==> config.mk <==
export PLATFORM = sky130hd
export DESIGN_NAME = standby_mode_control
export DESIGN_NICKNAME = d
export VERILOG_FILES = /design/src/hw/standby_pkg.sv /design/src/hw/pin_sync.sv /design/src/hw/standby_mode_control.sv
export SDC_FILE = /design/constraint.sdc
export NUM_CORES = 1
export LEC_CHECK = 0
export BUFFER_PORTS_ARGS = -buffer_cell sky130_fd_sc_hd__buf_4
export CAP_MARGIN = 25
export CORE_UTILIZATION = 38
export CTS_CLUSTER_DIAMETER = 30
export DETAILED_ROUTE_END_ITERATION = 10
export GPL_ROUTABILITY_DRIVEN = 0
export PLACE_DENSITY = 0.67
export SYNTH_ARGS = -nofsm -noshare
export SYNTH_HDL_FRONTEND = slang
export SYNTH_HIERARCHICAL = 1
export SYNTH_SLANG_ARGS = --single-unit
==> constraint.sdc <==
create_clock -name CLK -period 2.6 [get_ports CLK]
set_input_delay 0.39 -clock CLK [delete_from_list [all_inputs] [get_ports CLK]]
set_output_delay 0.39 -clock CLK [all_outputs]
set_load 0.05 [all_outputs]
==> src/hw/standby_pkg.sv <==
// Notes on behaviour
// - halt with standby_select set moves the device from run into standby.
// - standby stops system clock, CPU clock and all peripheral clocks.
// - CPU registers and RAM are held unchanged for the whole of standby.
// - in standby the port pins either hold state or float.
// - interrupt, break, cache, bus, pin units, ports, standby register kept.
// - standby entry resets transfer controller, except its data register.
// - standby resets DMA control regs; address and count regs undefined.
// - standby resets the pulse timer; output-disable unit keeps contents.
// - standby clears watchdog bits 7..5, reset status; keeps select, counter.
// - standby initialises all serial unit registers.
// - standby initialises analog converter and compare-match unit registers.
// - standby ends only on interrupt pin edge, power-on or manual reset.
// - selected interrupt pin edge in standby restarts the oscillator.
// - after restart only the watchdog is clocked until it overflows.
// - watchdog overflow clocks the whole chip and starts nmi processing.
// - power-on reset pin low cancels standby.
// - edge_polarity_select 0 picks falling edge, 1 picks rising edge.
// - standby_select cannot be set while wdt_run_enable is 1.
// - port_float_select 1 floats pins in standby, 0 holds them.
// - standby_control_reg resets to 1F with both control bits clear.
package standby_pkg;

  localparam int ADDR_W = 5;
  localparam int DATA_W = 32;

  // register byte offsets
  localparam logic [4:0] STANDBY_CTRL_OFS = 5'h00;
  localparam logic [4:0] IRQ_CTRL_OFS = 5'h04;
  localparam logic [4:0] WDT_CTRL_OFS = 5'h08;
  localparam logic [4:0] WDT_COUNT_OFS = 5'h0C;
  localparam logic [4:0] WDT_RST_STAT_OFS = 5'h10;
  localparam logic [4:0] POWER_STAT_OFS = 5'h14;

  // standby_control_reg fields and reset value
  localparam int SBY_BIT = 7;
  localparam int HIZ_BIT = 6;
  localparam logic [7:0] STANDBY_CTRL_RESET = 8'h1F;
  localparam logic [5:0] STANDBY_CTRL_FIXED = 6'h1F;

  // irq_control_reg field
  localparam int EDGE_SEL_BIT = 0;

  // wdt_control_status_reg fields
  localparam int WDT_OVF_BIT = 7;
  localparam int WDT_MODE_BIT = 6;
  localparam int WDT_RUN_BIT = 5;
  localparam int WDT_CKS_LSB = 0;
  localparam int WDT_CKS_W = 3;
  localparam logic [2:0] WDT_CKS_RESET = 3'h0;
  localparam logic [7:0] WDT_COUNT_RESET = 8'h00;

  // wdt_reset_status_reg field
  localparam int WDT_RST_FLAG_BIT = 7;

  // peripheral initialise strobe layout
  localparam int INIT_W = 6;
  localparam int INIT_XFER = 0;
  localparam int INIT_DMA = 1;
  localparam int INIT_PULSE_TMR = 2;
  localparam int INIT_SERIAL = 3;
  localparam int INIT_ANALOG = 4;
  localparam int INIT_CMP_TMR = 5;

  typedef enum logic [1:0] {
    RUN_ST,
    SLEEP_ST,
    STANDBY_ST,
    OSC_WAKE_ST
  } power_type;

endpackage : standby_pkg

==> src/hw/pin_sync.sv <==
`timescale 1ns/100ps
module pin_sync #(
  parameter logic RESET_VAL = 1'b0
) (
  input wire logic clk, // block clock
  input wire logic rst, // synchronous reset
  input wire logic pin, // asynchronous pin level
  output logic level // level after two flops
);

  typedef struct packed {
    logic first;
    logic second;
  } sync_type;

  sync_type q;
  sync_type d;

  always_comb begin
    d.first = pin;
    d.second = q.first;
  end

  always_ff @(posedge clk) begin
    if (rst) begin
      q <= '{first: RESET_VAL, second: RESET_VAL};
    end else begin
      q <= d;
    end
  end

  assign level = q.second;

endmodule : pin_sync

==> src/hw/standby_mode_control.sv <==
// Decided for this implementation: the register offsets and the Avalon-MM register port.
`timescale 1ns/100ps
module standby_mode_control
  import standby_pkg::*;
#(
  parameter int PRESC_W = 16
) (
  input wire logic CLK, // 10 MHz always-on clock
  input wire logic RST, // synchronous reset, active high
  input wire logic [standby_pkg::ADDR_W-1:0] AVS_ADDRESS, // byte address
  input wire logic AVS_READ, // read request
  input wire logic AVS_WRITE, // write request
  input wire logic [standby_pkg::DATA_W-1:0] AVS_WRITEDATA, // write data
  input wire logic [3:0] AVS_BYTEENABLE, // byte lanes
  output logic [standby_pkg::DATA_W-1:0] AVS_READDATA, // read data
  output logic AVS_WAITREQUEST, // stall, low marks the answer
  input wire logic HALT_EXEC, // cpu executes halt, one-cycle pulse
  input wire logic IRQ_IN, // maskable interrupt request
  input wire logic ADDR_ERR, // transfer address error event
  input wire logic NMI_PIN, // non-maskable interrupt pin
  input wire logic POWER_ON_RESET_PIN_N, // power-on reset pin, low active
  input wire logic MANUAL_RESET_PIN_N, // manual reset pin, low active
  output logic SYS_CLK_EN, // system clock running
  output logic CPU_CLK_EN, // cpu clock running
  output logic PERIPH_CLK_EN, // peripheral clocks running
  output logic WDT_CLK_EN, // watchdog clock running
  output logic OSC_EN, // oscillator enabled
  output logic RETAIN, // cpu registers and ram held
  output logic PORT_FLOAT, // ports high impedance
  output logic PORT_HOLD, // ports latched
  output logic [standby_pkg::INIT_W-1:0] INIT_MODULES, // init strobes
  output logic DMA_ADDR_UNDEF, // dma address/count lose meaning
  output logic IRQ_TO_CPU, // gated maskable interrupt
  output logic NMI_EXC, // start nmi exception, pulse
  output logic MANUAL_RESET_PIN_EXC // start manual reset processing, pulse
);

  import standby_pkg::*;

  if (PRESC_W < 16 || PRESC_W > 24) begin : g_bad_presc
    $error("PRESC_W must lie in 16..24");
  end

  typedef struct packed {
    power_type st;
    logic wait_req;
    logic [DATA_W-1:0] rdata;
    logic standby_select;
    logic port_float_select;
    logic edge_polarity_select;
    logic ovf;
    logic wdt_mode;
    logic wdt_run;
    logic [WDT_CKS_W-1:0] cks;
    logic [7:0] cnt;
    logic [PRESC_W-1:0] presc;
    logic rst_flag;
    logic nmi_prev;
    logic manual_reset_pin_prev;
    logic sys_clk;
    logic cpu_clk;
    logic periph_clk;
    logic wdt_clk;
    logic osc;
    logic retain;
    logic port_float;
    logic port_hold;
    logic [INIT_W-1:0] init_mod;
    logic dma_undef;
    logic irq_out;
    logic nmi_exc;
    logic manual_reset_pin_exc;
  } state_type;

  localparam state_type STATE_RESET = '{
    st: RUN_ST,
    wait_req: 1'b1,
    rdata: '0,
    standby_select: STANDBY_CTRL_RESET[SBY_BIT],
    port_float_select: STANDBY_CTRL_RESET[HIZ_BIT],
    edge_polarity_select: 1'b0,
    ovf: 1'b0,
    wdt_mode: 1'b0,
    wdt_run: 1'b0,
    cks: WDT_CKS_RESET,
    cnt: WDT_COUNT_RESET,
    presc: '0,
    rst_flag: 1'b0,
    nmi_prev: 1'b0,
    manual_reset_pin_prev: 1'b1,
    sys_clk: 1'b1,
    cpu_clk: 1'b1,
    periph_clk: 1'b1,
    wdt_clk: 1'b1,
    osc: 1'b1,
    retain: 1'b0,
    port_float: 1'b0,
    port_hold: 1'b0,
    init_mod: '0,
    dma_undef: 1'b0,
    irq_out: 1'b0,
    nmi_exc: 1'b0,
    manual_reset_pin_exc: 1'b0
  };

  state_type q;
  state_type d;
  logic nmi_s;
  logic por_n_s;
  logic manual_reset_pin_n_s;

  ////////////////////////////////////////////////////////////////////////////
  // pin synchronisers

  pin_sync #(.RESET_VAL(1'b0)) nmi_sync (
    .clk(CLK),
    .rst(RST),
    .pin(NMI_PIN),
    .level(nmi_s)
  );

  pin_sync #(.RESET_VAL(1'b1)) por_sync (
    .clk(CLK),
    .rst(RST),
    .pin(POWER_ON_RESET_PIN_N),
    .level(por_n_s)
  );

  pin_sync #(.RESET_VAL(1'b1)) manual_reset_pin_sync (
    .clk(CLK),
    .rst(RST),
    .pin(MANUAL_RESET_PIN_N),
    .level(manual_reset_pin_n_s)
  );

  ////////////////////////////////////////////////////////////////////////////
  // next state

  always_comb begin
    logic nmi_edge;
    logic manual_reset_pin_fall;
    logic wr;
    logic [PRESC_W-1:0] mask;
    logic tick;
    logic overflow;
    logic count_on;
    logic [DATA_W-1:0] rd;
    nmi_edge = 1'b0;
    manual_reset_pin_fall = 1'b0;
    wr = 1'b0;
    mask = '0;
    tick = 1'b0;
    overflow = 1'b0;
    count_on = 1'b0;
    rd = '0;
    d = q;
    d.init_mod = '0;
    d.dma_undef = 1'b0;
    d.nmi_exc = 1'b0;
    d.manual_reset_pin_exc = 1'b0;
    d.nmi_prev = nmi_s;
    d.manual_reset_pin_prev = manual_reset_pin_n_s;
    // the mark bit picks which transition of the pin counts
    nmi_edge = q.edge_polarity_select ? (nmi_s & ~q.nmi_prev)
                      : (~nmi_s & q.nmi_prev);
    manual_reset_pin_fall = q.manual_reset_pin_prev & ~manual_reset_pin_n_s;
    wr = AVS_WRITE & ~q.wait_req & AVS_BYTEENABLE[0];

    // read mux, unmapped offsets read zero
    case (AVS_ADDRESS)
      STANDBY_CTRL_OFS: begin
        rd[7:0] = {q.standby_select, q.port_float_select, STANDBY_CTRL_FIXED};
      end
      IRQ_CTRL_OFS: begin
        rd[EDGE_SEL_BIT] = q.edge_polarity_select;
      end
      WDT_CTRL_OFS: begin
        rd[WDT_OVF_BIT] = q.ovf;
        rd[WDT_MODE_BIT] = q.wdt_mode;
        rd[WDT_RUN_BIT] = q.wdt_run;
        rd[WDT_CKS_LSB +: WDT_CKS_W] = q.cks;
      end
      WDT_COUNT_OFS: begin
        rd[7:0] = q.cnt;
      end
      WDT_RST_STAT_OFS: begin
        rd[WDT_RST_FLAG_BIT] = q.rst_flag;
      end
      POWER_STAT_OFS: begin
        rd[1:0] = q.st;
      end
      default: begin
        rd = '0;
      end
    endcase

    // one wait cycle, then the answer stands for exactly one cycle
    if (q.wait_req && (AVS_READ || AVS_WRITE)) begin
      d.wait_req = 1'b0;
      d.rdata = rd;
    end else begin
      d.wait_req = 1'b1;
    end

    // register writes take effect at the edge with waitrequest low
    if (wr) begin
      case (AVS_ADDRESS)
        STANDBY_CTRL_OFS: begin
          // a running watchdog blocks setting either control bit
          if (q.wdt_run) begin
            d.standby_select = q.standby_select & AVS_WRITEDATA[SBY_BIT];
            d.port_float_select = q.port_float_select & AVS_WRITEDATA[HIZ_BIT];
          end else begin
            d.standby_select = AVS_WRITEDATA[SBY_BIT];
            d.port_float_select = AVS_WRITEDATA[HIZ_BIT];
          end
        end
        IRQ_CTRL_OFS: begin
          d.edge_polarity_select = AVS_WRITEDATA[EDGE_SEL_BIT];
        end
        WDT_CTRL_OFS: begin
          // overflow flag is clear-only from software
          d.ovf = q.ovf & AVS_WRITEDATA[WDT_OVF_BIT];
          d.wdt_mode = AVS_WRITEDATA[WDT_MODE_BIT];
          d.wdt_run = AVS_WRITEDATA[WDT_RUN_BIT];
          d.cks = AVS_WRITEDATA[WDT_CKS_LSB +: WDT_CKS_W];
        end
        WDT_COUNT_OFS: begin
          d.cnt = AVS_WRITEDATA[7:0];
        end
        WDT_RST_STAT_OFS: begin
          d.rst_flag = q.rst_flag & AVS_WRITEDATA[WDT_RST_FLAG_BIT];
        end
        default: begin
        end
      endcase
    end

    // watchdog prescaler: divide by 2^(2*cks+1)
    mask = PRESC_W'((32'd1 << (2 * int'(q.cks) + 1)) - 32'd1);
    tick = &(q.presc | ~mask);
    count_on = (q.st == OSC_WAKE_ST) || (q.wdt_run && q.st != STANDBY_ST);
    overflow = count_on && tick && (q.cnt == 8'hFF);
    if (count_on) begin
      d.presc = q.presc + PRESC_W'(1);
      if (tick) begin
        d.cnt = q.cnt + 8'h01;
      end
    end
    // hardware set wins over a software clear in the same cycle
    if (overflow && q.st != OSC_WAKE_ST) begin
      d.ovf = 1'b1;
      if (q.wdt_mode) begin
        d.rst_flag = 1'b1;
      end
    end

    case (q.st)
      RUN_ST: begin
        if (nmi_edge) begin
          d.nmi_exc = 1'b1;
        end
        if (HALT_EXEC && q.standby_select) begin
          d.st = STANDBY_ST;
          d.init_mod[INIT_XFER] = 1'b1;
          d.init_mod[INIT_DMA] = 1'b1;
          d.dma_undef = 1'b1;
          d.init_mod[INIT_PULSE_TMR] = 1'b1;
          d.init_mod[INIT_SERIAL] = 1'b1;
          d.init_mod[INIT_ANALOG] = 1'b1;
          d.init_mod[INIT_CMP_TMR] = 1'b1;
          // select bits and counter are left alone
          d.ovf = 1'b0;
          d.wdt_mode = 1'b0;
          d.wdt_run = 1'b0;
          d.rst_flag = 1'b0;
          d.presc = '0;
        end else if (HALT_EXEC) begin
          d.st = SLEEP_ST;
        end
      end
      SLEEP_ST: begin
        if (nmi_edge) begin
          d.st = RUN_ST;
          d.nmi_exc = 1'b1;
        end else if (IRQ_IN || ADDR_ERR) begin
          d.st = RUN_ST;
        end
      end
      STANDBY_ST: begin
        // other events are not looked at here
        if (nmi_edge) begin
          d.st = OSC_WAKE_ST;
          d.presc = '0;
        end
      end
      OSC_WAKE_ST: begin
        if (overflow) begin
          d.st = RUN_ST;
          d.nmi_exc = 1'b1;
        end
      end
      default: begin
        d.st = RUN_ST;
      end
    endcase

    // manual reset leaves any low-power state
    if (manual_reset_pin_fall) begin
      d.st = RUN_ST;
      d.manual_reset_pin_exc = 1'b1;
    end

    // output levels follow the state being entered
    d.sys_clk = (d.st == RUN_ST) || (d.st == SLEEP_ST);
    d.cpu_clk = (d.st == RUN_ST);
    d.periph_clk = d.sys_clk;
    d.wdt_clk = d.sys_clk || (d.st == OSC_WAKE_ST);
    d.osc = (d.st != STANDBY_ST);
    // retained by stopping clocks rather than by touching state
    d.retain = (d.st == STANDBY_ST) || (d.st == OSC_WAKE_ST);
    d.port_float = d.retain && q.port_float_select;
    d.port_hold = d.retain && !q.port_float_select;
    d.irq_out = IRQ_IN && d.sys_clk;

    // power-on reset pin acts like a full reset, cancelling standby
    if (!por_n_s) begin
      d = STATE_RESET;
    end
  end

  ////////////////////////////////////////////////////////////////////////////
  // state register

  always_ff @(posedge CLK) begin
    if (RST) begin
      q <= STATE_RESET;
    end else begin
      q <= d;
    end
  end

  ////////////////////////////////////////////////////////////////////////////
  // outputs

  assign AVS_READDATA = q.rdata;
  assign AVS_WAITREQUEST = q.wait_req;
  assign SYS_CLK_EN = q.sys_clk;
  assign CPU_CLK_EN = q.cpu_clk;
  assign PERIPH_CLK_EN = q.periph_clk;
  assign WDT_CLK_EN = q.wdt_clk;
  assign OSC_EN = q.osc;
  assign RETAIN = q.retain;
  assign PORT_FLOAT = q.port_float;
  assign PORT_HOLD = q.port_hold;
  assign INIT_MODULES = q.init_mod;
  assign DMA_ADDR_UNDEF = q.dma_undef;
  assign IRQ_TO_CPU = q.irq_out;
  assign NMI_EXC = q.nmi_exc;
  assign MANUAL_RESET_PIN_EXC = q.manual_reset_pin_exc;

endmodule : standby_mode_control

Word level (Yosys, flattened, before mapping)
Index checks and enable logic that the tools add are counted.
W data, S select, Z words.
{"block": "word_totals", "regBits": 70, "input_bits": 51}
{"block": "op_classes", "shift": 1, "n_addsub": 4, "n_reduce_logical": 26, "n_eq_ne": 15, "muxes": 38, "n_bitwise": 17}
{"cell": "$pmux W16 S2", "n": 1}
{"cell": "$mux W24", "n": 1}
{"cell": "$mux W17", "n": 1}
{"cell": "$add A16 B1 Y16 const B", "n": 1}
{"cell": "$mux W16", "n": 1}
{"cell": "$mux W2", "n": 8}
{"cell": "$mux W8", "n": 2}
{"cell": "$not A16 Y16", "n": 1}
{"cell": "$or A16 B16 Y16", "n": 1}
{"cell": "$reduce_and A16 Y1", "n": 1}
{"cell": "$shl A1 B5 Y16 const A", "n": 1}
{"cell": "$sub A16 B1 Y16 const B", "n": 1}
{"cell": "$mux W14", "n": 1}
{"cell": "$mux W1", "n": 11}
{"cell": "$eq A5 B4 Y1 const B", "n": 2}
{"cell": "$eq A5 B5 Y1 const B", "n": 2}
{"cell": "$and A1 B1 Y1", "n": 9}
{"cell": "$logic_and A1 B1 Y1", "n": 9}
{"cell": "$add A8 B1 Y8 const B", "n": 1}
{"cell": "$eq A2 B2 Y1 const B", "n": 4}
{"cell": "$eq A8 B8 Y1 const B", "n": 1}
{"cell": "$pmux W1 S4", "n": 2}
{"cell": "$pmux W2 S4", "n": 1}
{"cell": "$mux W7", "n": 1}
{"cell": "19 further kinds", "n": 37}

Logic depth before layout (Yosys ltp)
Gate-level depths: netlist of run 1.
{"block": "logic_depth", "depth_word": 14, "ltp_mapped": 9, "depth_no_buf": 7}

By module
The synthesis of run 1 kept the hierarchy.
{"module": "standby_mode_control", "cells_each": 359, "area_per_inst_um2": 2944.1, "instances": 1}
{"module": "pin_sync", "cells_each": 4, "area_per_inst_um2": 52.6, "instances": 3}

Least setup slack after synthesis of run 1
OpenSTA, ideal clock, no wires.
{"block": "synth_path", "path_type": "register -> register", "from": "register q[37] (netlist bit)", "to": "register q, in the netlist PORT_FLOAT", "slack_ps": 831, "stages_incl_launch_ff": 8, "arrival_ps": 1654, "synth_period_minus_slack_ps": 1769, "n_path_buf": 0, "setup_time_ps": 115, "cell_sequence": "dfxtp_1 -> ha_1 -> and3_1 -> and3_1 -> nand3_1 -> nor3_2 -> a2111oi_4 -> and2_1"}
{"block": "synth_between", "elab_chain_len": 8}
{"element": "start, declared", "line_no": "standby_mode_control.sv:106", "text": "state_type q;"}
{"element": "start signal, assigned", "line_no": "standby_mode_control.sv:337", "text": "q <= STATE_RESET;"}
{"element": "start signal, assigned", "line_no": "standby_mode_control.sv:339", "text": "q <= d;"}
{"element": "$eq A8 B8 Y1 (*)", "line_no": "standby_mode_control.sv:243", "text": "overflow = count_on && tick && (q.cnt == 8'hFF);"}
{"element": "$logic_and A1 B1 Y1 (*)", "line_no": "standby_mode_control.sv:243"}
{"element": "$mux W2 (*)", "line_no": "standby_mode_control.sv:298", "text": "if (overflow) begin"}
{"element": "$pmux W2 S4 (*)", "line_no": "standby_mode_control.sv:258", "text": "case (q.st)"}
{"element": "$mux W2 (*)", "line_no": "standby_mode_control.sv:309", "text": "if (manual_reset_pin_fall) begin"}
{"element": "$eq A2 B2 Y1", "line_no": "standby_mode_control.sv:321", "text": "d.retain = (d.st == STANDBY_ST) || (d.st == OSC_WAKE_ST);"}
{"element": "$logic_or A1 B1 Y1 (*)", "line_no": "standby_mode_control.sv:321"}
{"element": "$logic_and A1 B1 Y1 (*)", "line_no": "standby_mode_control.sv:322", "text": "d.port_float = d.retain && q.port_float_select;"}
Every way passes the cells marked *; elsewhere a longest branch is shown, timed or not.
A chain may end at the register's enable or synchronous reset.

Final worst setup path of run 1
{"block": "layout_path", "from": "register q[46] (netlist bit)", "to": "register q[37] (netlist bit)"}
{"block": "layout_between", "elab_chain_len": 8}
{"element": "$add A4 B1 Y5", "line_no": "standby_mode_control.sv:240", "text": "mask = PRESC_W'((32'd1 << (2 * int'(q.cks) + 1)) - 32'd1);"}
{"element": "$shl A1 B5 Y16", "line_no": "standby_mode_control.sv:240"}
{"element": "$sub A16 B1 Y16", "line_no": "standby_mode_control.sv:240"}
{"element": "$not A16 Y16", "line_no": "standby_mode_control.sv:241", "text": "tick = &(q.presc | ~mask);"}
{"element": "$or A16 B16 Y16", "line_no": "standby_mode_control.sv:241"}
{"element": "$reduce_and A16 Y1", "line_no": "standby_mode_control.sv:241"}
{"element": "$mux W8", "line_no": "standby_mode_control.sv:246", "text": "if (tick) begin"}
{"element": "$mux W24", "line_no": "standby_mode_control.sv:244", "text": "if (count_on) begin"}
No other way between the ends.

==> summary.txt, run 1 <==
SETUP PATH
-----------------------------------------------------------------------------------------
Worst path cell trace                                                        a21boi_0 -> o21ai_1 -> a31oi_2 -> or2_0 -> mux2_2 -> a21oi_1
Required time worst endpoint                                                      2.88 ns
Setup slack of the most critical reg-to-reg path                                  0.41 ns
Worst Setup EP                                                                      q[37]
Crit path capture type                                                          flip-flop
CP peak stage delay                                                               0.63 ns
Worst Path Class, Setup                                                      flip-flop to flip-flop
Length in cells of the worst reg-to-reg path                                            6
Maximum fanout along the worst path                                                    14
Critical R2R Capture                                                                q[37]
Beginning of the critical path                                                      q[46]
Slowest library cell on the worst path                                       sky130_fd_sc_hd__or2_0
Reg-to-reg startpoint                                                               q[46]
Critical path data arrival time                                                   2.47 ns
Category of the worst setup path launch point                                   flip-flop

PWR
-----------------------------------------------------------------------------------------
Power density relative to cell area                                           559 nW/um^2
Largest voltage drop on the vdd net                                                250 uV
Clock share of power                                                                39.3%
Part of the power in registers                                                      48.7%
Internal cell power                                                               1.45 mW
Switching power summed over all nets                                             0.549 mW
Share of power burned in combinational logic                                        12.1%
LEAKAGE                                                                           1.39 nW
Switch share                                                                        27.5%
Post-route total power                                                            2.00 mW

FINISH
-----------------------------------------------------------------------------------------
Footprint of the multi-input gates                                              1560 um^2
Finished Core Util                                                                  45.7%
Antenna diodes                                                                          0
Area growth from synthesis to final layout                                          15.1%
Share of final-layout standard cells stronger than drive strength 1                 18.6%
Fill cell count                                                                       771
Biggest register                                                                        q
Number of flip-flops in the largest register                                           37
Post-layout net count                                                                 462
Area of all sequential standard cells                                           1240 um^2

ROUTING
-----------------------------------------------------------------------------------------
Count of vias placed by the detailed router                                          2557
Detail-routed via count per cell                                                     4.96
Antenna-violating nets left                                                             0
Post-detailed-route DRC marker count                                                    0
Initial DRC Count                                                                     130
First-pass DRT Iterations                                                               4
Final wirelength                                                                  6730 um
Routed wire length per instance                                                   13.0 um

GLOBAL ROUTING
-----------------------------------------------------------------------------------------
Largest net degree at the start of global routing                                      20
Initial antenna violation count                                                         0
Global routing usage summed across all routing layers                               16.7%
Global-route wire length before repair                                           11300 um
GRT Residual Overflow                                                                   0
Via count of the first global-routing pass                                           2426

CLOCKING
-----------------------------------------------------------------------------------------
Post-CTS resize count                                                                   0
Number of sinks driven by the clock tree                                               62
TritonCTS clock tree                                                                built
Hold-fix buffers, CTS                                                                   0
Num CTS Buffers                                                                         9
Post-CTS Setup Repair Bufs                                                              0
# H-tree levels                                                                         3
Clock slew seen by the registers of the worst setup and hold paths                0.07 ns
Cell at the root of the clock tree                                           sky130_fd_sc_hd__clkbuf_8
CTS Buffer Depth                                                                        2
Later-pin clock latency in the skew report                                        0.34 ns

YOSYS
-----------------------------------------------------------------------------------------
Part of the Yosys area used for sequential elements                                 40.0%
Top cells by count, synth                                                    sky130_fd_sc_hd__dfxtp_1, sky130_fd_sc_hd__nor2_1, sky130_fd_sc_hd__buf_4, sky130_fd_sc_hd__nand2_1, sky130_fd_sc_hd__a21oi_1
Fraction of post-synthesis cell area in the top cell type by area                   40.0%
Synth area leaders                                                           sky130_fd_sc_hd__dfxtp_1, sky130_fd_sc_hd__buf_4, sky130_fd_sc_hd__nor2_1, sky130_fd_sc_hd__nand2_1, sky130_fd_sc_hd__mux2i_1
Proportion of register bits with asynchronous set or reset after synthesis             0%
Cell taking the most area after synthesis                                    sky130_fd_sc_hd__dfxtp_1
Synth Cell Area                                                                 3100 um^2
Primary flip-flop cell chosen by synthesis mapping                           sky130_fd_sc_hd__dfxtp_1
Number of synthesis warnings                                                            6
Cell with the most instances after synthesis                                 sky130_fd_sc_hd__dfxtp_1
Avg Inst Size Synth                                                             8.36 um^2
Gate count of the mapped netlist                                                      371
Count of different cell masters after synthesis                                        52
Register bit count reported by yosys                                                   62
Count of flip-flops with a built-in enable after synthesis                              0

DIE
-----------------------------------------------------------------------------------------
Overall die width                                                                 92.3 um
Boundary Pins                                                                         102
Initial core utilization                                                            39.7%
Row count                                                                              32
Placeable core region                                                           7810 um^2
Die outline area                                                                8530 um^2
Height of the die                                                                 92.3 um

TIMING
-----------------------------------------------------------------------------------------
Part of the cycle the worst path needs                                              84.4%
Fin Clk Skew                                                                   0.00933 ns
Hold Vio Cnt, Final                                                                     0
Highest clock rate                                                              0.456 GHz
Number of endpoints failing setup at the final stage                                    0
Min Clock Period, post-route                                                      2.19 ns
Setup repair after global routing missed its margin                                    no
Worst Slack Setup Final                                                          0.407 ns
Count of final max-slew check failures                                                  0
Worst-Margin Slew                                                                0.756 ns
Slew HR                                                                             49.6%
TNS Setup                                                                            0 ns

PLACE
-----------------------------------------------------------------------------------------
Final HPWL DP                                                                     5030 um
Post-placement setup slack                                                       0.409 ns
Total of buffers placed on input and output ports                                      50

MIN PATH
-----------------------------------------------------------------------------------------
Launch point of the worst hold path                                          MANUAL_RESET_PIN_N
Hold crit path type                                                          input port to flip-flop

RUN
-----------------------------------------------------------------------------------------
Number of max-capacitance violations reported                                           0

OUTCOME
-----------------------------------------------------------------------------------------
Outcome                                                                         completed

-- cells by family (layout without fill, tap and decap cells) --
logic type | count (synthesis) | count (layout) | synth area share (%)
AND/OR/NAND/NOR | 152 | 152 | 24.0
AO/OA/AOI/OAI | 67 | 67 | 14.9
flip-flops | 62 | 62 | 40.0
buffers and inverters | 62 | 82 | 12.6
multiplexers | 13 | 13 | 4.24
XOR/XNOR | 12 | 12 | 3.39
adder cells (fa/ha/maj) | 2 | 2 | 0.807
other | 1 | 24 | 0.121
-- metal layers --
| layer | global-route usage [%] | wire (um) |
|---|---|---|
| met1 | 22.4 | 3280 |
| met2 | 26.3 | 3030 |
| met3 | 4.52 | 353 |
| met4 | 4.82 | 66 |
| met5 | 0 | 0 |
-- power groups by stage --
stage / clock [mW] / sequential [mW] / combinational [mW]
floorplan: 0 / 1.01 / 0.190
global placement: 0 / 0.993 / 0.236
detailed placement: 0 / 0.994 / 0.239
CTS: 0.802 / 0.972 / 0.240
global route: 0.852 / 0.973 / 0.257
finish: 0.784 / 0.972 / 0.241
-- worst max-delay path: cells and delay by family, from the launching register on --
family / cells / cell delay (ns)
AOI/OAI and AO/OA: 4 / 0.65
and+or+nand+nor: 1 / 0.63
DFF: 1 / 0.44
muxes: 1 / 0.41
-- stage by stage --
stage	cell area, um^2	instances	hold slack, ns
after detailed placement	3380	500	0.401
after CTS	3570	516	0.223
after global placement	3380	499	0.398
after floorplan	3190	394	0.383
after global routing	3570	516	0.234
final	3570	516	0.233
-- final cells by class --
cell class              count  share of cell area [%]
flip-flops and latches     62                    34.8
clock inverters             3                   0.491
multi-input cells         270                    43.6
clock buffers              13                    4.73
inverters                  10                    1.05
repair buffers             56                    11.8
well taps                 102                    3.58
-- worst min path at each step --
stage                                              to  slack, ns  cells past startpoint
after global placement    manual_reset_pin_sync/level       0.40                      1
after global routing       manual_reset_pin_sync/d[0]       0.23                      2
after floorplan           manual_reset_pin_sync/level       0.38                      1
after detailed placement  manual_reset_pin_sync/level       0.40                      1
final                      manual_reset_pin_sync/d[0]       0.23                      2
after CTS                  manual_reset_pin_sync/d[0]       0.22                      2
-- cells in the final DEF (no fill, tap or decap), drive strengths merged, types with 3 or more instances in the layout --
| cell type | Yosys | layout |
|---|---|---|
| dfxtp | 62 | 62 |
| buf | 46 | 56 |
| nor2 | 42 | 42 |
| nand2 | 40 | 40 |
| conb | 1 | 24 |
| a21oi | 17 | 17 |
| o21ai | 16 | 16 |
| nand3 | 13 | 13 |
| clkbuf | 6 | 13 |
| mux2i | 12 | 12 |
| nor3 | 11 | 11 |
| inv | 10 | 10 |
| nor3b | 9 | 9 |
| nor2b | 6 | 6 |
| xnor2 | 6 | 6 |
| xor2 | 6 | 6 |
| o31a | 5 | 5 |
| a31oi | 5 | 5 |
| or2 | 5 | 5 |
| nand2b | 4 | 4 |
| and3 | 4 | 4 |
| and2 | 4 | 4 |
| or3 | 4 | 4 |
| nor4 | 4 | 4 |
| o31ai | 3 | 3 |
| a211oi | 3 | 3 |
| a311oi | 3 | 3 |
Note: power is estimated with default switching activity, not from simulation.
==> run 2: changes to the inputs <==
--- a/config.mk
+++ b/config.mk
@@ -11,7 +11,7 @@
 export CTS_CLUSTER_DIAMETER = 30
 export DETAILED_ROUTE_END_ITERATION = 10
 export GPL_ROUTABILITY_DRIVEN = 0
-export PLACE_DENSITY = 0.67
+export PLACE_DENSITY = 0.69
 export SYNTH_ARGS = -nofsm -noshare
 export SYNTH_HDL_FRONTEND = slang
 export SYNTH_HIERARCHICAL = 1
==> constraint.sdc (replaced) <==
create_clock -name CLK -period 1.9 [get_ports CLK]
set_input_delay 0.285 -clock CLK [delete_from_list [all_inputs] [get_ports CLK]]
set_output_delay 0.285 -clock CLK [all_outputs]
set_load 0.05 [all_outputs]
==> run 2 against run 1 <==
Effect of this change:
- sequential cell count unchanged
- worst hold slack worse by 0.094 ns
- non-clock buffer count grew 22
- highest routed layer unchanged
==> summary.txt, run 2 (synthesis gave the netlist of run 1 again) <==
OUTCOME
-------------------------------------------------------------------------------------
Outcome                                                                     completed

CLOCKING
-------------------------------------------------------------------------------------
Cell at the root of the clock tree                                       sky130_fd_sc_hd__clkbuf_8
Later-pin clock latency in the skew report                                    0.34 ns   about the same
# H-tree levels                                                                     3   unchanged
CTS Buffer Depth                                                                    2   unchanged
Num CTS Buffers                                                                     9   unchanged
Number of sinks driven by the clock tree                                           62   unchanged
Clock slew seen by the registers of the worst setup and hold paths            0.07 ns   about the same
TritonCTS clock tree                                                            built

TIMING
-------------------------------------------------------------------------------------
Hold Slack                                                                   0.139 ns   -0.0936 ns
Part of the cycle the worst path needs                                          95.2%   +11 points
Fin Clk Skew                                                               0.00765 ns   -0.00167 ns
Slew HR                                                                         65.8%   +16 points
Count of final max-slew check failures                                              0   unchanged
Highest clock rate                                                          0.553 GHz   +21%
Number of endpoints failing setup at the final stage                                0   unchanged
Setup repair after global routing missed its margin                               yes
Hold Vio Cnt, Final                                                                 0   unchanged
Worst-Margin Slew                                                            0.512 ns   -0.245 ns
Min Clock Period, post-route                                                  1.81 ns   -0.385 ns

PWR
-------------------------------------------------------------------------------------
Power density relative to cell area                                       810 nW/um^2   +45%
LEAKAGE                                                                       1.52 nW   +9.8%
Largest voltage drop on the vdd net                                            298 uV   +19%

GLOBAL ROUTING
-------------------------------------------------------------------------------------
Largest net degree at the start of global routing                                  20   unchanged
Fraction of met1 tracks used by global routing                                  22.2%   -0.27 points
Initial antenna violation count                                                     0   unchanged
Most heavily used metal layer in global routing                                  met2
GRT Residual Overflow                                                               0   unchanged
Global routing usage summed across all routing layers                           16.7%   about the same
Global-route wire length before repair                                       11200 um   -0.80%
Via count of the first global-routing pass                                       2421   -0.21%
Global Route met2 Usage                                                         26.1%   -0.19 points
Global routing met3 resource utilization                                        3.12%   -1.4 points

PLACE
-------------------------------------------------------------------------------------
Total of buffers placed on input and output ports                                  50   unchanged
Final HPWL DP                                                                 5240 um   +4.1%
Placed Area                                                                 3540 um^2   +4.7%

ROUTING
-------------------------------------------------------------------------------------
First-pass DRT Iterations                                                           6   +2
Post-detailed-route DRC marker count                                                0   unchanged
Initial DRC Count                                                                 130   unchanged
Routed wire length per instance                                               13.0 um   -0.30%
Count of vias placed by the detailed router                                      2675   +4.6%
Final wirelength                                                              7000 um   +4.0%
Detail-routed via count per cell                                                 4.97   +0.34%
Antenna-violating nets left                                                         0   unchanged

FINISH
-------------------------------------------------------------------------------------
Area of all sequential standard cells                                       1250 um^2   +0.40%
Summed area of non-filler cells in the final layout                         3830 um^2   +7.2%
Antenna diodes                                                                      0   unchanged
Post-layout net count                                                             484   +4.8%
Most frequent cells in the layout                                        sky130_fd_sc_hd__buf_4, sky130_fd_sc_hd__dfxtp_1, sky130_fd_sc_hd__nor2_1
Most frequent standard cell in the layout excluding fill and tap cells   sky130_fd_sc_hd__buf_4
Footprint of the multi-input gates                                          1580 um^2   +1.6%
Biggest register                                                                    q
Area growth from synthesis to final layout                                      23.4%
Number of flip-flops in the largest register                                       37   unchanged
Fill cell count                                                                   750   -2.7%
Share of final-layout standard cells stronger than drive strength 1             24.5%   +5.9 points

RUN
-------------------------------------------------------------------------------------
Number of max-capacitance violations reported                                       0   unchanged

SETUP PATH
-------------------------------------------------------------------------------------
Worst Path Class, Setup                                                  flip-flop to flip-flop
Critical path data arrival time                                               2.09 ns   -0.38 ns
Reg-to-reg startpoint                                                           q[37]
Category of the worst setup path launch point                               flip-flop
Beginning of the critical path                                                  q[37]
Maximum fanout along the worst path                                                 6   -8
Crit path capture type                                                      flip-flop
Required time worst endpoint                                                  2.18 ns   -0.70 ns

DIE
-------------------------------------------------------------------------------------
Placeable core region                                                       7810 um^2   unchanged
Initial core utilization                                                        39.7%   unchanged
Overall die width                                                             92.3 um   unchanged
Row count                                                                          32   unchanged
Die outline area                                                            8530 um^2   unchanged
Boundary Pins                                                                     102   unchanged
Height of the die                                                             92.3 um   unchanged

MIN PATH
-------------------------------------------------------------------------------------
Hold crit path type                                                      input port to flip-flop
Launch point of the worst hold path                                      MANUAL_RESET_PIN_N

-- run 2: area by class of cell --
cell class	instances	area share [%]
tap	102	3.34
sequential	62	32.6
inverter	10	0.981
clock inverter	5	2.78
multi-input combinational	270	41.3
timing repair buffer	78	15.3
clock buffer	11	3.70
-- run 2: per-layer routing --
layer	wire, um	share of wire, %	up-vias
met1	3270	47	1213
met5	0	0	-
met2	3210	46	101
met4	117	1.7	0
met3	407	5.8	8
li1	-	-	1353
-- run 2: report_power, final --
group | leakage, nW | switching (mW) | total, mW | internal (mW)
sequential | 0.505 | 0.0109 | 1.33 | 1.32
clock | 0.120 | 0.520 | 1.43 | 0.910
combinational | 0.897 | 0.245 | 0.338 | 0.0928
-- run 2: what timing repair did --
item                       in CTS  in global routing
setup buffers                   0                  1
pin swaps                       1                  1
hold buffers                    0                  0
setup endpoints to repair       1                 10
gates resized for setup         0                 11
-- run 2: worst paths after layout --
path / end / slack, ns / depth (start not counted)
worst max-delay path: PORT_HOLD / 0.09 / 8
worst min-delay path: manual_reset_pin_sync/d[0] / 0.14 / 2
worst max register to register: PORT_HOLD / 0.09 / 8
worst min register to register: por_sync/level / 0.42 / 1
-- run 2: metrics by stage --
stage	cells	TNS [ns]	power, mW	utilization (%)	worst slack [ns]
detailed placement	521	-0.0131	1.70	45.4	-0.0131
CTS	537	0	3.12	48.5	0.0308
global route	538	-0.0516	3.22	49.0	-0.0383
finish	538	0	3.10	49.0	0.0921
floorplan	394	0	1.64	-	0.131
global placement	521	0	1.69	45.4	0.00991
-- run 2: worst max-delay path, cell delays in order (launching register included) --
cell and delay (ns):
sky130_fd_sc_hd__dfxtp_1 0.31, sky130_fd_sc_hd__ha_1 0.21, sky130_fd_sc_hd__and3_4 0.19, sky130_fd_sc_hd__and3_4 0.19
sky130_fd_sc_hd__nand3_1 0.09, sky130_fd_sc_hd__nor3_2 0.04, sky130_fd_sc_hd__buf_4 0.16, sky130_fd_sc_hd__a2111oi_4 0.38
sky130_fd_sc_hd__nor2b_1 0.18
==> run 3: changes to the inputs <==
--- a/config.mk
+++ b/config.mk
@@ -8,6 +8,7 @@
 export BUFFER_PORTS_ARGS = -buffer_cell sky130_fd_sc_hd__buf_4
 export CAP_MARGIN = 25
 export CORE_UTILIZATION = 38
+export CTS_BUF_LIST = sky130_fd_sc_hd__clkbuf_4
 export CTS_CLUSTER_DIAMETER = 30
 export DETAILED_ROUTE_END_ITERATION = 10
 export GPL_ROUTABILITY_DRIVEN = 0
==> run 3 against run 2 <==
Effect of this change:
- sequential cell count unchanged
- combinational power about the same
- die area unchanged
- register-to-register slack about the same
- first-iteration DRC count decreased by 15%
- critical path depth unchanged
==> summary.txt, run 3 (synthesis gave the netlist of run 1 again) <==
ROUTING
-------------------------------------------------------------------------------------
Count of vias placed by the detailed router                                      2670   -0.19%
Routed wire length per instance                                               12.9 um   -0.70%
Antenna-violating nets left                                                         0   unchanged
First-pass DRT Iterations                                                           5   -1
Final wirelength                                                              6950 um   -0.70%
Post-detailed-route DRC marker count                                                0   unchanged
Detail-routed via count per cell                                                 4.96   -0.19%
Initial DRC Count                                                                 111   -15%

DIE
-------------------------------------------------------------------------------------
Boundary Pins                                                                     102   unchanged
Height of the die                                                             92.3 um   unchanged
Row count                                                                          32   unchanged
Overall die width                                                             92.3 um   unchanged
Placeable core region                                                       7810 um^2   unchanged
Die outline area                                                            8530 um^2   unchanged
Initial core utilization                                                        39.7%   unchanged

PWR
-------------------------------------------------------------------------------------
Share of power burned in combinational logic                                    11.9%   +1.0 points
LEAKAGE                                                                       1.50 nW   -1.4%
Clock share of power                                                            41.1%   -5.0 points
Power density relative to cell area                                       751 nW/um^2   -7.3%
Switching power summed over all nets                                         0.742 mW   -4.4%
Post-route total power                                                        2.83 mW   -8.6%
Largest voltage drop on the vdd net                                            299 uV   +0.11%
Switch share                                                                    26.2%   +1.1 points
Part of the power in registers                                                  47.0%   +4.1 points
Internal cell power                                                           2.09 mW   -10%

SETUP PATH
-------------------------------------------------------------------------------------
Beginning of the critical path                                                  q[37]
CP peak stage delay                                                           0.37 ns   about the same
Crit-path most repeated cell                                             sky130_fd_sc_hd__and3_4
Worst Path Class, Setup                                                  flip-flop to flip-flop
Crit path capture type                                                      flip-flop
Worst path cell trace                                                    ha_1 -> and3_4 -> and3_4 -> nand3_1 -> nor3_2 -> buf_4 -> a2111oi_4 -> nor2b_1
Critical path data arrival time                                               2.16 ns   +0.07 ns
Maximum fanout along the worst path                                                 6   unchanged
Category of the worst setup path launch point                               flip-flop
Reg-to-reg startpoint                                                           q[37]
Required time worst endpoint                                                  2.25 ns   +0.07 ns
Slowest library cell on the worst path                                   sky130_fd_sc_hd__a2111oi_4

FINISH
-------------------------------------------------------------------------------------
Most frequent standard cell in the layout excluding fill and tap cells   sky130_fd_sc_hd__buf_4
Area of all sequential standard cells                                       1250 um^2   +0.10%
Summed area of non-filler cells in the final layout                         3770 um^2   -1.4%
Area growth from synthesis to final layout                                      21.7%
Antenna diodes                                                                      0   unchanged
Biggest register                                                                    q
Footprint of the multi-input gates                                          1590 um^2   +0.32%
Non-filler instance count after layout                                            538   unchanged
Share of final-layout standard cells stronger than drive strength 1             25.0%   +0.46 points
Fill cell count                                                                   756   +0.80%
Finished Core Util                                                              48.3%   -0.67 points
Most frequent cells in the layout                                        sky130_fd_sc_hd__buf_4, sky130_fd_sc_hd__dfxtp_1, sky130_fd_sc_hd__nor2_1
Post-layout net count                                                             484   unchanged
Number of flip-flops in the largest register                                       37   unchanged

MIN PATH
-------------------------------------------------------------------------------------
Launch point of the worst hold path                                      MANUAL_RESET_PIN_N
Hold crit path type                                                      input port to flip-flop

TIMING
-------------------------------------------------------------------------------------
TNS Setup                                                                        0 ns   unchanged
Fin Clk Skew                                                               0.00970 ns   +0.00204 ns
Count of final max-slew check failures                                              0   unchanged
Worst-Margin Slew                                                            0.502 ns   -0.00945 ns
Highest clock rate                                                          0.551 GHz   -0.40%
Hold Slack                                                                  0.0714 ns   -0.0677 ns
Number of endpoints failing setup at the final stage                                0   unchanged
Slew HR                                                                         66.4%   +0.63 points
Hold Vio Cnt, Final                                                                 0   unchanged
Part of the cycle the worst path needs                                          95.5%   +0.38 points
Min Clock Period, post-route                                                  1.82 ns   +0.00726 ns
Setup repair after global routing missed its margin                               yes
Worst Slack Setup Final                                                     0.0848 ns   -0.00726 ns

GLOBAL ROUTING
-------------------------------------------------------------------------------------
Global routing usage summed across all routing layers                           16.6%   -0.16 points
Via count of the first global-routing pass                                       2411   -0.41%
Initial antenna violation count                                                     0   unchanged
GRT Residual Overflow                                                               0   unchanged
Global-route wire length before repair                                       11200 um   -0.43%
Largest net degree at the start of global routing                                  20   unchanged

CLOCKING
-------------------------------------------------------------------------------------
TritonCTS clock tree                                                            built
Number of sinks driven by the clock tree                                           62   unchanged
Cell at the root of the clock tree                                       sky130_fd_sc_hd__clkbuf_4
Clock slew seen by the registers of the worst setup and hold paths            0.11 ns   +0.04 ns
Later-pin clock latency in the skew report                                    0.40 ns   +0.06 ns
Hold-fix buffers, CTS                                                               0   unchanged
CTS Buffer Depth                                                                    2   unchanged
Num CTS Buffers                                                                     9   unchanged
# H-tree levels                                                                     3   unchanged

PLACE
-------------------------------------------------------------------------------------
Post-placement setup slack                                                 -0.0131 ns   unchanged
Final HPWL DP                                                                 5240 um   unchanged
Total of buffers placed on input and output ports                                  50   unchanged
Placed Area                                                                 3540 um^2   unchanged
Post-placement cell count                                                         521   unchanged

OUTCOME
-------------------------------------------------------------------------------------
Outcome                                                                     completed

RUN
-------------------------------------------------------------------------------------
Number of max-capacitance violations reported                                       0   unchanged

==> run 3: area by class of cell <==
cell class | count | share of cell area [%]
Timing Repair Buffer | 78 | 15.6
Tap cell | 102 | 3.38
Multi-Input combinational cell | 270 | 42.0
Clock inverter | 6 | 2.92
Inverter | 10 | 0.995
Clock buffer | 10 | 1.99
Sequential cell | 62 | 33.1
==> run 3: worst paths after layout <==
path / end / slack (ns) / depth (start not counted)
hold reg to reg: por_sync/level / 0.42 / 1
hold / removal: manual_reset_pin_sync/d[0] / 0.07 / 2
setup reg to reg: PORT_HOLD / 0.08 / 8
setup / recovery: PORT_HOLD / 0.08 / 8
==> run 3: routing by layer <==
metal | vias up | GRT usage (%) | part of all wire, %
met5 | - | 0 | 0
met4 | 0 | 7.81 | 1.9
met3 | 12 | 2.87 | 5.8
met2 | 85 | 25.8 | 46
met1 | 1223 | 22.3 | 46
li1 | 1350 | - | -
==> run 3: what timing repair did <==
action | in CTS | in global routing
gates resized for setup | 0 | 15
endpoints found under the setup margin | 1 | 10
setup buffers | 0 | 1
pin swaps | 1 | 2
cloned | 0 | 0
==> run 3: critical path, delay by kind of cell, from the launching register on <==
family	cells	cell delay, ns
buffers and inverters	1	0.16
AO/OA/AOI/OAI	1	0.37
flip-flops	1	0.33
AND/OR/NAND/NOR	5	0.68
adder cells (fa/ha/maj)	1	0.21
==> run 3: power by group through the flow <==
stage	clock (mW)	combinational, mW	sequential (mW)
floorplan	0	0.260	1.38
finish	1.17	0.337	1.33
detailed placement	0	0.336	1.36
global placement	0	0.335	1.36
CTS	1.19	0.337	1.33
global route	1.27	0.358	1.33
